`src/rtl/vtp_pkg.sv`:
```
// Purpose: Shared constants and types for the vector table placement block.
// Assumes: Word-addressed program flash, APB register access, one clock.
// Notes: Fuse bits follow the usual sense: zero means programmed.

package vtp_pkg;

	// Register byte offsets
	localparam logic [11:0] VTP_OFF_MCU_CONTROL = 12'h000;
	localparam logic [11:0] VTP_OFF_FUSE_CONFIG = 12'h004;
	localparam logic [11:0] VTP_OFF_STATUS = 12'h008;
	localparam logic [11:0] VTP_OFF_VECTORS = 12'h00C;

	// Field positions in mcu_control
	localparam int VTP_BIT_CHANGE_ENABLE = 0;
	localparam int VTP_BIT_TABLE_SELECT = 1;

	// Field positions in fuse_config
	localparam int VTP_BIT_BOOT_SIZE_LO = 0;
	localparam int VTP_BIT_BOOT_RESET = 2;
	localparam int VTP_BIT_APP_LOCK = 3;
	localparam int VTP_BIT_BOOT_LOCK = 4;

	// Field positions in status
	localparam int VTP_BIT_ST_CHANGE = 0;
	localparam int VTP_BIT_ST_HOLD = 1;
	localparam int VTP_BIT_ST_LOCK = 2;
	localparam int VTP_BIT_ST_SELECT = 3;

	// Field position of reset address in the vectors register
	localparam int VTP_BIT_RESET_ADDR = 16;

	// Reset values: select and change enable clear, fuses unprogrammed except boot size (code zero)
	localparam logic VTP_RST_SELECT = 1'b0;
	localparam logic [4:0] VTP_RST_FUSES = 5'h1C;

	// Flash geometry in words; smallest boot section in words
	localparam int VTP_PC_W = 13;
	localparam logic [12:0] VTP_FLASH_LAST = 13'h1FFF;
	localparam logic [12:0] VTP_BOOT_MIN_WORDS = 13'h0080;

	// Change enable stays open for this many clock cycles
	localparam int VTP_CE_WINDOW_CYCLES = 4;
	localparam logic [2:0] VTP_CE_LAST = 3'(VTP_CE_WINDOW_CYCLES - 1);

	// Guard sequence states
	typedef enum logic [1:0] {VTP_IDLE, VTP_ARMED, VTP_AFTER} vtp_gstate_t;

endpackage

```
`src/rtl/vtp_top.sv`:
```
// Purpose: Vector table placement with protected select change over APB.
// Assumes: Core signals are on sys_clk; fuses are mirrored in fuse_config.
// Notes: One APB wait state on every access; unmapped offsets answer pslverr.
//
// Behaviour
// - Select zero: flash start; one: boot start
// - Boot start derived from boot size fuses
// - Select writes ignored outside the enable window
// - Block interrupts from enable set until after
// - Unused enable blocks interrupts four cycles only
// - Global interrupt flag never altered by block
// - Enable clears after four cycles or select
// - Boot vectors, app lock: no application interrupts
// - App vectors, boot lock: no boot interrupts
// - Boot reset fuse with 2K: reset 0x1C00
// - Unprogrammed reset fuse, select set: reset zero
// - Relocated vector equals position plus boot start
//
// Design decisions made here: register access over APB and the register offsets.

`timescale 1ns/1ps
`default_nettype none

module vtp_top
	import vtp_pkg::*;
(
	input wire logic sys_clk,
	input wire logic srst,
	input wire logic psel,
	input wire logic penable,
	input wire logic pwrite,
	input wire logic [11:0] paddr,
	input wire logic [31:0] pwdata,
	output logic [31:0] prdata,
	output logic pready,
	output logic pslverr,
	input wire logic irq_request,
	input wire logic [4:0] irq_number,
	input wire logic global_irq_enable,
	input wire logic instr_done,
	input wire logic [12:0] exec_pc,
	output logic irq_take,
	output logic [12:0] vector_address,
	output logic [12:0] reset_address
);

	////////////////////////////////////////////////////////////////////////////
	// Decode helpers

	// Word-aligned address match
	function automatic logic addr_is(input logic [11:0] a, input logic [11:0] off);
		addr_is = (a[11:2] == off[11:2]);
	endfunction

	// First word of the boot section for a boot size fuse code
	function automatic logic [12:0] boot_start(input logic [1:0] sz);
		logic [12:0] words;
		words = VTP_BOOT_MIN_WORDS << (2'h3 - sz);
		boot_start = VTP_FLASH_LAST - words + 13'h0001;
	endfunction

	////////////////////////////////////////////////////////////////////////////
	// State

	// Whole registered state of the block
	typedef struct packed
	{
		logic table_select;
		logic [4:0] fuses;
		logic [31:0] rdata;
		logic ready;
		logic err;
		logic take;
		logic [12:0] vec_addr;
		logic [12:0] rst_addr;
	} vtp_st_t;

	vtp_st_t cur; // Registered state
	vtp_st_t next_cur; // Next state

	logic access_done; // APB transfer completes on this edge
	logic ctl_write; // Write to mcu_control completes
	logic wr_change; // Written change enable bit
	logic change_enable; // Enable window open
	logic sel_accept; // Select write taken
	logic irq_hold; // Automatic hold, current
	logic next_irq_hold; // Automatic hold, next cycle
	logic [12:0] boot_base; // Boot section first word
	logic [12:0] vec_base; // Vector table base
	logic in_boot; // Core executes from the boot section
	logic lock_block; // Lock bits forbid interrupts here
	logic [31:0] read_word; // Read mux result
	logic read_hit; // Offset is mapped

	////////////////////////////////////////////////////////////////////////////
	// Bus strobes
	assign access_done = psel && penable && cur.ready;
	assign ctl_write = access_done && pwrite && addr_is(paddr, VTP_OFF_MCU_CONTROL);
	assign wr_change = pwdata[VTP_BIT_CHANGE_ENABLE];

	// Protected change sequence
	vtp_guard u_guard
	(
		.sys_clk(sys_clk),
		.srst(srst),
		.ctl_write(ctl_write),
		.wr_change(wr_change),
		.instr_done(instr_done),
		.change_enable(change_enable),
		.sel_accept(sel_accept),
		.irq_hold(irq_hold),
		.next_irq_hold(next_irq_hold)
	);

	////////////////////////////////////////////////////////////////////////////
	// Placement and lock decode
	always_comb
	begin
		boot_base = boot_start(cur.fuses[VTP_BIT_BOOT_SIZE_LO +: 2]);
		// Select picks flash start or boot start
		vec_base = cur.table_select ? boot_base : 13'h0000;
		in_boot = (exec_pc >= boot_base);
		// Programmed lock bit reads as zero
		lock_block = 1'b0;
		if (cur.table_select && !in_boot && !cur.fuses[VTP_BIT_APP_LOCK])
		begin
			lock_block = 1'b1;
		end
		if (!cur.table_select && in_boot && !cur.fuses[VTP_BIT_BOOT_LOCK])
		begin
			lock_block = 1'b1;
		end
	end

	////////////////////////////////////////////////////////////////////////////
	// Read mux
	always_comb
	begin
		read_word = 32'h0000_0000;
		read_hit = 1'b1;
		if (addr_is(paddr, VTP_OFF_MCU_CONTROL))
		begin
			// Enable reads back while the window is open
			read_word[VTP_BIT_CHANGE_ENABLE] = change_enable;
			read_word[VTP_BIT_TABLE_SELECT] = cur.table_select;
		end
		else if (addr_is(paddr, VTP_OFF_FUSE_CONFIG))
		begin
			read_word[4:0] = cur.fuses;
		end
		else if (addr_is(paddr, VTP_OFF_STATUS))
		begin
			read_word[VTP_BIT_ST_CHANGE] = change_enable;
			read_word[VTP_BIT_ST_HOLD] = irq_hold;
			read_word[VTP_BIT_ST_LOCK] = lock_block;
			read_word[VTP_BIT_ST_SELECT] = cur.table_select;
		end
		else if (addr_is(paddr, VTP_OFF_VECTORS))
		begin
			read_word[12:0] = vec_base;
			read_word[VTP_BIT_RESET_ADDR +: 13] = cur.rst_addr;
		end
		else
		begin
			// Unmapped offset
			read_hit = 1'b0;
		end
	end

	////////////////////////////////////////////////////////////////////////////
	// Next state
	always_comb
	begin
		next_cur = cur;
		// APB: one wait state, then ready for a single cycle
		if (psel && penable && !cur.ready)
		begin
			next_cur.ready = 1'b1;
			next_cur.rdata = read_hit ? read_word : 32'h0000_0000;
			next_cur.err = !read_hit;
		end
		else
		begin
			next_cur.ready = 1'b0;
			next_cur.err = 1'b0;
		end
		// Select only moves when the guard accepts the write
		if (sel_accept)
		begin
			next_cur.table_select = pwdata[VTP_BIT_TABLE_SELECT];
		end
		// Fuse mirror is a plain read/write register
		if (access_done && pwrite && addr_is(paddr, VTP_OFF_FUSE_CONFIG))
		begin
			next_cur.fuses = pwdata[4:0];
		end
		// Vector of the pending request: position plus base
		next_cur.vec_addr = vec_base + {7'h00, irq_number, 1'b0};
		// Programmed boot reset fuse jumps to boot start
		if (!cur.fuses[VTP_BIT_BOOT_RESET])
		begin
			next_cur.rst_addr = boot_base;
		end
		else
		begin
			next_cur.rst_addr = 13'h0000;
		end
		// Gate only; the global flag is read, never written
		next_cur.take = irq_request && global_irq_enable && !next_irq_hold
			&& !lock_block;
	end

	////////////////////////////////////////////////////////////////////////////
	// State register
	always_ff @(posedge sys_clk)
	begin
		if (srst)
		begin
			cur.table_select <= VTP_RST_SELECT;
			cur.fuses <= VTP_RST_FUSES;
			cur.rdata <= 32'h0000_0000;
			cur.ready <= 1'b0;
			cur.err <= 1'b0;
			cur.take <= 1'b0;
			cur.vec_addr <= 13'h0000;
			cur.rst_addr <= 13'h0000;
		end
		else
		begin
			cur <= next_cur;
		end
	end

	// Outputs straight from flops
	assign prdata = cur.rdata;
	assign pready = cur.ready;
	assign pslverr = cur.err;
	assign irq_take = cur.take;
	assign vector_address = cur.vec_addr;
	assign reset_address = cur.rst_addr;

	////////////////////////////////////////////////////////////////////////////
	// Checks
	property p_sel_guarded;
		@(posedge sys_clk) disable iff (srst)
		!sel_accept |=> $stable(cur.table_select);
	endproperty
	a_sel_guarded: assert property (p_sel_guarded) else $error("select moved unguarded");

	property p_block_first;
		@(posedge sys_clk) disable iff (srst)
		(ctl_write && wr_change) |=> !irq_take;
	endproperty
	a_block_first: assert property (p_block_first) else $error("irq taken on enable set");

	property p_block_hold;
		@(posedge sys_clk) disable iff (srst)
		irq_hold |-> !irq_take;
	endproperty
	a_block_hold: assert property (p_block_hold) else $error("irq taken during hold");

	property p_vec_base;
		@(posedge sys_clk) disable iff (srst)
		!srst |=> (vector_address == ($past(vec_base) + {7'h00, $past(irq_number), 1'b0}));
	endproperty
	a_vec_base: assert property (p_vec_base) else $error("vector address wrong");

	property p_boot_2k;
		@(posedge sys_clk) disable iff (srst)
		(cur.fuses[2:0] == 3'h0) ##1 (cur.fuses[2:0] == 3'h0) |-> (reset_address == 13'h1C00);
	endproperty
	a_boot_2k: assert property (p_boot_2k) else $error("boot reset address wrong");

	property p_app_lock;
		@(posedge sys_clk) disable iff (srst)
		(cur.table_select && !in_boot && !cur.fuses[VTP_BIT_APP_LOCK]) |=> !irq_take;
	endproperty
	a_app_lock: assert property (p_app_lock) else $error("irq taken under app lock");

	property p_boot_lock;
		@(posedge sys_clk) disable iff (srst)
		(!cur.table_select && in_boot && !cur.fuses[VTP_BIT_BOOT_LOCK]) |=> !irq_take;
	endproperty
	a_boot_lock: assert property (p_boot_lock) else $error("irq taken under boot lock");

	property p_take_free;
		@(posedge sys_clk) disable iff (srst)
		(!srst && irq_request && global_irq_enable && !next_irq_hold && !lock_block) |=> irq_take;
	endproperty
	a_take_free: assert property (p_take_free) else $error("irq dropped while free");

	// Unprogrammed boot reset fuse always resets to flash start
	property p_app_reset;
		@(posedge sys_clk) disable iff (srst)
		(!srst && cur.fuses[VTP_BIT_BOOT_RESET]) |=> (reset_address == 13'h0000);
	endproperty
	a_app_reset: assert property (p_app_reset) else $error("reset address not zero");

	property p_apb_wait;
		@(posedge sys_clk) disable iff (srst)
		(psel && penable && !pready) |=> pready ##1 !pready;
	endproperty
	a_apb_wait: assert property (p_apb_wait) else $error("apb ready timing wrong");

endmodule

`default_nettype wire

```
`src/rtl/vtp_guard.sv`:
```
// Purpose: Change enable window and automatic interrupt hold.
// Assumes: ctl_write is a one-cycle pulse on the edge a control write lands.
// Notes: Hold outputs are combinational; the top registers them.

`timescale 1ns/1ps
`default_nettype none

module vtp_guard
	import vtp_pkg::*;
(
	input wire logic sys_clk,
	input wire logic srst,
	input wire logic ctl_write,
	input wire logic wr_change,
	input wire logic instr_done,
	output logic change_enable,
	output logic sel_accept,
	output logic irq_hold,
	output logic next_irq_hold
);

	// Whole state of the guard
	typedef struct packed
	{
		vtp_gstate_t state;
		logic [2:0] cnt;
	} vtp_gst_t;

	vtp_gst_t cur; // Registered state
	vtp_gst_t next_cur; // Next state

	////////////////////////////////////////////////////////////////////////////
	// Sequence logic
	always_comb
	begin
		next_cur = cur;
		sel_accept = 1'b0;
		case (cur.state)
			VTP_IDLE:
			begin
				// Arm on a write of the change enable bit
				if (ctl_write && wr_change)
				begin
					next_cur.state = VTP_ARMED;
					next_cur.cnt = VTP_CE_LAST;
				end
			end
			VTP_ARMED:
			begin
				if (ctl_write && !wr_change)
				begin
					// Select write inside the window, enable drops at once
					sel_accept = 1'b1;
					next_cur.state = VTP_AFTER;
				end
				else if (ctl_write && wr_change)
				begin
					// Rewriting the enable restarts the window
					next_cur.cnt = VTP_CE_LAST;
				end
				else if (cur.cnt == 3'h0)
				begin
					next_cur.state = VTP_IDLE;
				end
				else
				begin
					next_cur.cnt = cur.cnt - 3'h1;
				end
			end
			VTP_AFTER:
			begin
				// Hold until the following instruction has retired
				if (ctl_write && wr_change)
				begin
					next_cur.state = VTP_ARMED;
					next_cur.cnt = VTP_CE_LAST;
				end
				else if (instr_done)
				begin
					next_cur.state = VTP_IDLE;
				end
			end
			default:
			begin
				next_cur.state = VTP_IDLE;
			end
		endcase
	end

	// Flags seen by the top
	assign change_enable = (cur.state == VTP_ARMED);
	assign irq_hold = (cur.state != VTP_IDLE);
	// Next value lets the top block in the very cycle enable is set
	assign next_irq_hold = (next_cur.state != VTP_IDLE);

	////////////////////////////////////////////////////////////////////////////
	// State register
	always_ff @(posedge sys_clk)
	begin
		if (srst)
		begin
			cur.state <= VTP_IDLE;
			cur.cnt <= 3'h0;
		end
		else
		begin
			cur <= next_cur;
		end
	end

	////////////////////////////////////////////////////////////////////////////
	// Checks
	// Window stays open through its fourth cycle when no write arrives
	property p_ce_open;
		@(posedge sys_clk) disable iff (srst)
		(!change_enable && ctl_write && wr_change) ##1 (!ctl_write)[*3]
			|-> change_enable ##1 change_enable;
	endproperty
	a_ce_open: assert property (p_ce_open) else $error("enable window too short");

	// Unused or consumed window is closed one cycle later
	property p_ce_close;
		@(posedge sys_clk) disable iff (srst)
		(!change_enable && ctl_write && wr_change) ##1 (!ctl_write)[*3]
			##1 !(ctl_write && wr_change) |=> !change_enable;
	endproperty
	a_ce_close: assert property (p_ce_close) else $error("enable outlived window");

	property p_ce_expire;
		@(posedge sys_clk) disable iff (srst)
		(!irq_hold && ctl_write && wr_change) ##1 (!ctl_write)[*4] |=> !irq_hold;
	endproperty
	a_ce_expire: assert property (p_ce_expire) else $error("hold outlived window");

	property p_accept_window;
		@(posedge sys_clk) disable iff (srst)
		sel_accept |-> change_enable ##1 (!change_enable && irq_hold);
	endproperty
	a_accept_window: assert property (p_accept_window) else $error("bad select accept");

endmodule

`default_nettype wire

```
`config.mk`:
```
export PLATFORM = sky130hd
export DESIGN_NAME = vtp_top
export DESIGN_NICKNAME = d
export VERILOG_FILES = /design/src/rtl/vtp_pkg.sv /design/src/rtl/vtp_top.sv /design/src/rtl/vtp_guard.sv
export SDC_FILE = /design/constraint.sdc
export NUM_CORES = 1
export LEC_CHECK = 0
export BUFFER_PORTS_ARGS = -buffer_cell sky130_fd_sc_hd__buf_2
export CORE_UTILIZATION = 50
export CTS_BUF_LIST = sky130_fd_sc_hd__clkbuf_8
export CTS_CLUSTER_SIZE = 30
export DETAILED_ROUTE_END_ITERATION = 7
export PLACE_DENSITY = 0.93
export SYNTH_ARGS = -nofsm -noshare
export SYNTH_HDL_FRONTEND = slang
export SYNTH_SLANG_ARGS = --single-unit
```
`constraint.sdc`:
```
create_clock -name sys_clk -period 6.3 [get_ports sys_clk]
set_clock_uncertainty 0.1 [all_clocks]
set_input_delay 1.26 -clock sys_clk [delete_from_list [all_inputs] [get_ports sys_clk]]
set_output_delay 1.26 -clock sys_clk [all_outputs]
set_load 0.005 [all_outputs]
```
==> results of run 1 <==
==> cell usage after synthesis (all sizes together) (8+ instances only) <==
master	count
nand2	27
nor2	31
nor2b	9
nor3	8
inv	11
buf	63
a21oi	20
nand3	8
dfxtp	48
ha	10
a22oi	9
==> power groups by stage <==
stage          combinational (mW)  sequential (mW)  clock [mW]
2_1_floorplan              0.0326            0.313           0
3_3_place_gp               0.0358            0.313           0
3_5_place_dp               0.0365            0.313           0
4_1_cts                    0.0365            0.306       0.187
5_1_grt                    0.0414            0.307       0.198
6_report                   0.0368            0.306       0.181
==> per-layer routing <==
layer | vias up | global-route usage
met3 | 8 | 0.0439
met1 | 925 | 0.216
li1 | 1001 | -
met2 | 96 | 0.325
met5 | - | 0
met4 | 0 | 0.0769
==> state kept, by name, summed over array words and instances, names as in the netlist <==
| name | flops |
|---|---|
| pready | 1 |
| irq_take | 1 |
| u_guard.cur | 5 |
| prdata | 17 |
| reset_address | 6 |
| cur | 6 |
| pslverr | 1 |
| vector_address | 11 |
==> worst register-to-register path, delay by kind of cell (launching register included) <==
family / cells / cell delay, ns
AO/OA/AOI/OAI: 4 / 1.20
adder cells (fa/ha/maj): 1 / 0.31
flip-flops: 1 / 0.47
AND/OR/NAND/NOR: 3 / 0.62
==> cell families (layout without fill, tap and decap cells) <==
kind of cell	after synthesis	count (layout)	synth area share
buffers and inverters	79	90	0.209
other	1	25	0.00146
DFF	48	48	0.374
AOI/OAI and AO/OA	51	51	0.134
adders and majority gates	10	10	0.0487
and+or+nand+nor	110	110	0.229
muxes	1	1	0.00389
==> cells in the final DEF, fill, tap and decap left out, types with 4 or more instances in the layout <==
cell,count
a21oi_1,20
a22oi_1,7
and2_1,4
buf_2,70
clkbuf_8,5
conb_1,25
dfxtp_1,48
ha_1,10
inv_1,11
nand2_1,26
nand2b_1,4
nand3_1,8
nand3b_1,4
nor2_1,27
nor2_2,4
nor2b_1,9
nor3_1,7
o21ai_0,4
==> path summary, 6_finish.rpt <==
| path | startpoint | to | slack (ns) | cells past startpoint |
|---|---|---|---|---|
| worst max-delay path | exec_pc[7] | prdata[2] | 3.19 | 8 |
| worst min-delay path | prdata[4] | prdata[4] | 0.36 | 2 |
| worst max register to register | cur[62] | prdata[2] | 3.54 | 8 |
| worst min register to register | prdata[4] | prdata[4] | 0.36 | 2 |
==> final cells by class <==
cell class,instances,area [um2]
timing repair buffer,71,358
sequential,48,961
multi-input combinational,197,1160
fill,448,2150
inverter,11,41.3
tap,67,83.8
clock buffer,5,68.8
clock inverter,3,18.8
==> through the flow <==
| stage | cell area (um2) | worst slack, ns | power (mW) | cells | util |
|---|---|---|---|---|---|
| floorplan | 2660 | 3.32 | 0.346 | 324 | - |
| global placement | 2610 | 2.95 | 0.349 | 394 | 0.538 |
| detailed placement | 2610 | 2.92 | 0.350 | 394 | 0.538 |
| CTS | 2690 | 3.22 | 0.530 | 402 | 0.556 |
| global route | 2690 | 3.12 | 0.547 | 402 | 0.556 |
| finish | 2690 | 3.19 | 0.524 | 402 | 0.556 |
==> reports/results.ini, run 1 <==
[die]
core_area_um2=4850
initial_core_util=0.530
dieArea_um2=5430
io_pins=131
die_h_um=73.7
die_x_um=73.7
rows=25

[yosys]
yosys_warnings=0
synthTopCellsByArea=dfxtp_1 (37%), buf_4 (17%), ha_1 (4.9%), nor2_1 (3.9%), a21oi_1 (3.9%)
postSynth.asyncResetShare=0
ys_ff_latch=48
synth_edf_count=0
synthFlopType=dfxtp_1
yosysUniqueCellTypes=48
synth_cells=300
synth_top_area_cell=dfxtp_1
synth_area_um2=2570
syn_avg_cell_area_um2=8.57
synth_top_area_frac=0.374
yosysSeqAreaShare=0.374

[grt]
grt_pass1_vias=1775
antenna_found_initial=0
grt_max_degree=42
grt_pass1_wl_um=7670
grt_usage=0.186
grt_overflow=0

[pwr]
leakagePower_nw=1.23
power.internal_uw=398
vdd_ir_drop_max_v=0.000107
p_switching_uw=126
p_seq_frac=0.584
p_per_area_nw_per_um2=195
p_comb_frac=0.070
swShare=0.241
clock_power_share=0.346

[timing]
fin_setup_tns_ns=0
rsz0062_at_grt=no
slew_viol_final=0
max_freq_mhz=322
setup_viol=0
max-slew-margin-rel=0.530
period_needed_ns=3.11
hold_viol_final=0
min_period_over_period=0.493
worst_pin_slew_ns=0.705
hold_slack_ns=0.359

[worst_setup_path]
start_kind=input pin
critical_path.cell_chain=buf_2, ha_1, or2_2, a211oi_1, nor3_1, o211a_1, o31ai_1, a41o_1
path_class=input pin to register
crit_family=compound AO/OA/AOI/OAI gates
critPathMaxStageDelay_ns=0.47
cpMaxStageDelayCell=o31ai_1
cp-end-kind=register
path_max_fanout=2
crit_arrival_ns=3.25
path_buf_inv=1
worstPathRequired_ns=6.44

[outcome]
status=finished, final reports clean

[cells_and_area]
num_antenna_cells=0
syn2layout_area_growth_pct=4.82
drive_gt1_frac=0.281
layout.nets=414

[place]
gp_congestion=0.844
dp_hpwl_um=3650
port_buffers=70

[detailed_routing]
wl_per_cell_um=12.3
met3_length_um=320
met1_length_um=2210
drcViolationCount=0
dr_total_vias=2030
drt_iter0_markers=80
via_per_inst=5.05
ant_nets=0
highest_layer=met4
wl_met2_um=2310
wl_um=4940
first_pass_iters=4

[cts]
htree_levels=2
clk_path_buf_depth=2
clock-sinks=48
clkTransAtPathRegs_ns=0.09
cts_resized=0
cts_root_buf=clkbuf_8
insertion_delay_ns=0.30
hold_buffers=0
cts_tree=done
cts_buffers=5
post_cts_buffers=0

[min_path]
hp-class=register to register

[job]
max_cap_viol_count=0

No activity file was read; power rests on OpenSTA's default activity.
==> run 2, diff against run 1 <==
--- a/config.mk
+++ b/config.mk
@@ -6,11 +6,11 @@
 export NUM_CORES = 1
 export LEC_CHECK = 0
 export BUFFER_PORTS_ARGS = -buffer_cell sky130_fd_sc_hd__buf_2
-export CORE_UTILIZATION = 50
+export CORE_UTILIZATION = 47
 export CTS_BUF_LIST = sky130_fd_sc_hd__clkbuf_8
 export CTS_CLUSTER_SIZE = 30
 export DETAILED_ROUTE_END_ITERATION = 7
-export PLACE_DENSITY = 0.93
+export PLACE_DENSITY = 0.88
 export SYNTH_ARGS = -nofsm -noshare
 export SYNTH_HDL_FRONTEND = slang
 export SYNTH_SLANG_ARGS = --single-unit
==> constraint.sdc (replaced) <==
create_clock -name sys_clk -period 3.3 [get_ports sys_clk]
set_clock_uncertainty 0.1 [all_clocks]
set_input_delay 0.66 -clock sys_clk [delete_from_list [all_inputs] [get_ports sys_clk]]
set_output_delay 0.66 -clock sys_clk [all_outputs]
set_load 0.005 [all_outputs]
==> reports/results.ini, run 2 (synthesized netlist as in run 1, its figures left out) <==
[outcome]
status=finished, final reports clean

[cts]
clk_path_buf_depth=2  ; unchanged
cts_tree=done
clock-sinks=48  ; unchanged
cts_buffers=5  ; unchanged
clkTransAtPathRegs_ns=0.10  ; about the same
post_cts_buffers=0  ; unchanged
hold_buffers=0  ; unchanged
htree_levels=2  ; unchanged
insertion_delay_ns=0.30  ; about the same
cts_resized=0  ; unchanged
cts_root_buf=clkbuf_8

[detailed_routing]
first_pass_iters=4  ; unchanged
dr_total_vias=2058  ; +1.4%
wl_per_cell_um=12.7  ; +3.1%
ant_nets=0  ; unchanged
wl_um=5130  ; +3.9%
drcViolationCount=0  ; unchanged
drt_iter0_markers=98  ; +23%
via_per_inst=5.08  ; +0.63%

[grt]
grt_max_degree=42  ; unchanged
grt_overflow=0  ; unchanged
grt_pass1_vias=1880  ; +5.9%
antenna_found_initial=0  ; unchanged
grt_pass1_wl_um=8560  ; +12%
grt_usage=0.183  ; -0.00327

[cells_and_area]
final_cell_mix=buf_2 (70), dfxtp_1 (48), nor2_1 (27)
layout.nets=414  ; unchanged
drive_gt1_frac=0.281  ; unchanged
num_antenna_cells=0  ; unchanged
mostFrequentLayoutCell=buf_2
instances_no_fill=405  ; +0.75%
largest_register_ffs=17  ; unchanged
syn2layout_area_growth_pct=6.04
post-route-util=0.527  ; -0.0288

[die]
die_x_um=75.9  ; +3.1%
core_area_um2=5170  ; +6.7%
initial_core_util=0.497  ; -0.0332
die_h_um=75.9  ; +3.1%
dieArea_um2=5770  ; +6.2%
io_pins=131  ; unchanged
rows=26  ; +4.0%

[worst_setup_path]
critPathMaxStageDelay_ns=0.47  ; about the same
worstPathRequired_ns=3.45  ; -2.99 ns
cp-end-kind=register
ff2ff_setup_slack_ns=0.57  ; -2.97 ns
path_max_fanout=7  ; +5
path_buf_inv=0  ; -1
cpMaxStageDelayCell=dfxtp_1
path_class=register to register
worst-path-stages=8  ; unchanged
start_kind=register
crit_family=compound AO/OA/AOI/OAI gates
crit_arrival_ns=2.89  ; -0.36 ns
worst_r2r_path_depth=8  ; unchanged
critical_path.cell_chain=nand2_1, ha_1, or2_2, a211oi_1, nor3_1, o211a_1, o31ai_1, a41o_1

[pwr]
clock_power_share=0.398  ; +0.052
swShare=0.229  ; -0.0120
p_per_area_nw_per_um2=400  ; +110%
vdd_ir_drop_max_v=0.000194  ; +83%
p_comb_frac=0.065  ; -0.005
p_switching_uw=249  ; +98%
power.internal_uw=841  ; +110%
p_seq_frac=0.536  ; -0.048
leakagePower_nw=1.23  ; +0.56%

[min_path]
hp-class=register to register
holdPathStages=2  ; unchanged

[timing]
max_freq_mhz=366
hold_slack_ns=0.360  ; +0.000642 ns
hold_viol_final=0  ; unchanged
max-slew-margin-rel=0.531  ; +0.00138
setup_viol=0  ; unchanged
period_needed_ns=2.73
slew_viol_final=0  ; unchanged
min_period_over_period=0.827
rsz0062_at_grt=no
setup_ws_ns=0.570  ; -2.62 ns
fin_setup_tns_ns=0  ; unchanged
worst_pin_slew_ns=0.703  ; -0.00206 ns

[place]
port_buffers=70  ; unchanged
post-place-ws_ns=0.548  ; -2.37 ns
dp.cells=397  ; +0.76%
dp_hpwl_um=3770  ; +3.4%
gp_congestion=0.852  ; +1.1%

[job]
max_cap_viol_count=0  ; unchanged

[run 2: cell count changes in the layout (fill, tap and decap cells not counted), sizes merged]
cell	delta
inv	+1
clkinv	-3
bufinv	+1
clkinvlp	+1
[run 2: worst paths after layout]
check	startpoint	to
worst max-delay path	cur[62]	prdata[2]
worst min-delay path	u_guard.cur[0]	u_guard.cur[0]
worst max register to register	cur[62]	prdata[2]
worst min register to register	u_guard.cur[0]	u_guard.cur[0]
[run 2: power by group through the flow]
stage / Sequential (mW) / Clock, mW / Combinational, mW
2_1_floorplan: 0.598 / 0 / 0.0622
3_3_place_gp: 0.598 / 0 / 0.0674
3_5_place_dp: 0.598 / 0 / 0.0701
4_1_cts: 0.585 / 0.443 / 0.0703
5_1_grt: 0.586 / 0.471 / 0.0790
6_report: 0.585 / 0.434 / 0.0712
[run 2: per-stage QoR]
step                instance area [um2]  total power, mW
floorplan                          2660            0.661
global placement                   2610            0.666
detailed placement                 2610            0.669
CTS                                2730             1.10
global route                       2730             1.14
finish                             2730             1.09
[run 2: layout make-up]
type / count / area [um2]
Tap cell: 70 / 87.6
Clock inverter: 3 / 46.3
Multi-Input combinational cell: 197 / 1160
Fill cell: 494 / 2450
Sequential cell: 48 / 961
Inverter: 11 / 41.3
Timing Repair Buffer: 71 / 358
Clock buffer: 5 / 68.8
[run 2: worst reg2reg max path: cells and delay by family (launching register included)]
kind	cells	cell delay [ns]
adder cells (fa/ha/maj)	1	0.32
AO/OA/AOI/OAI	4	1.17
AND/OR/NAND/NOR	3	0.63
flip-flops	1	0.47
[run 2: per-layer routing]
layer  GRT usage  share of wire  vias to the layer above
met4      0.0827          0.017                        0
li1            -              -                      998
met5           0              0                        -
met1       0.226           0.45                      956
met3      0.0386          0.055                       10
met2       0.304           0.48                       94
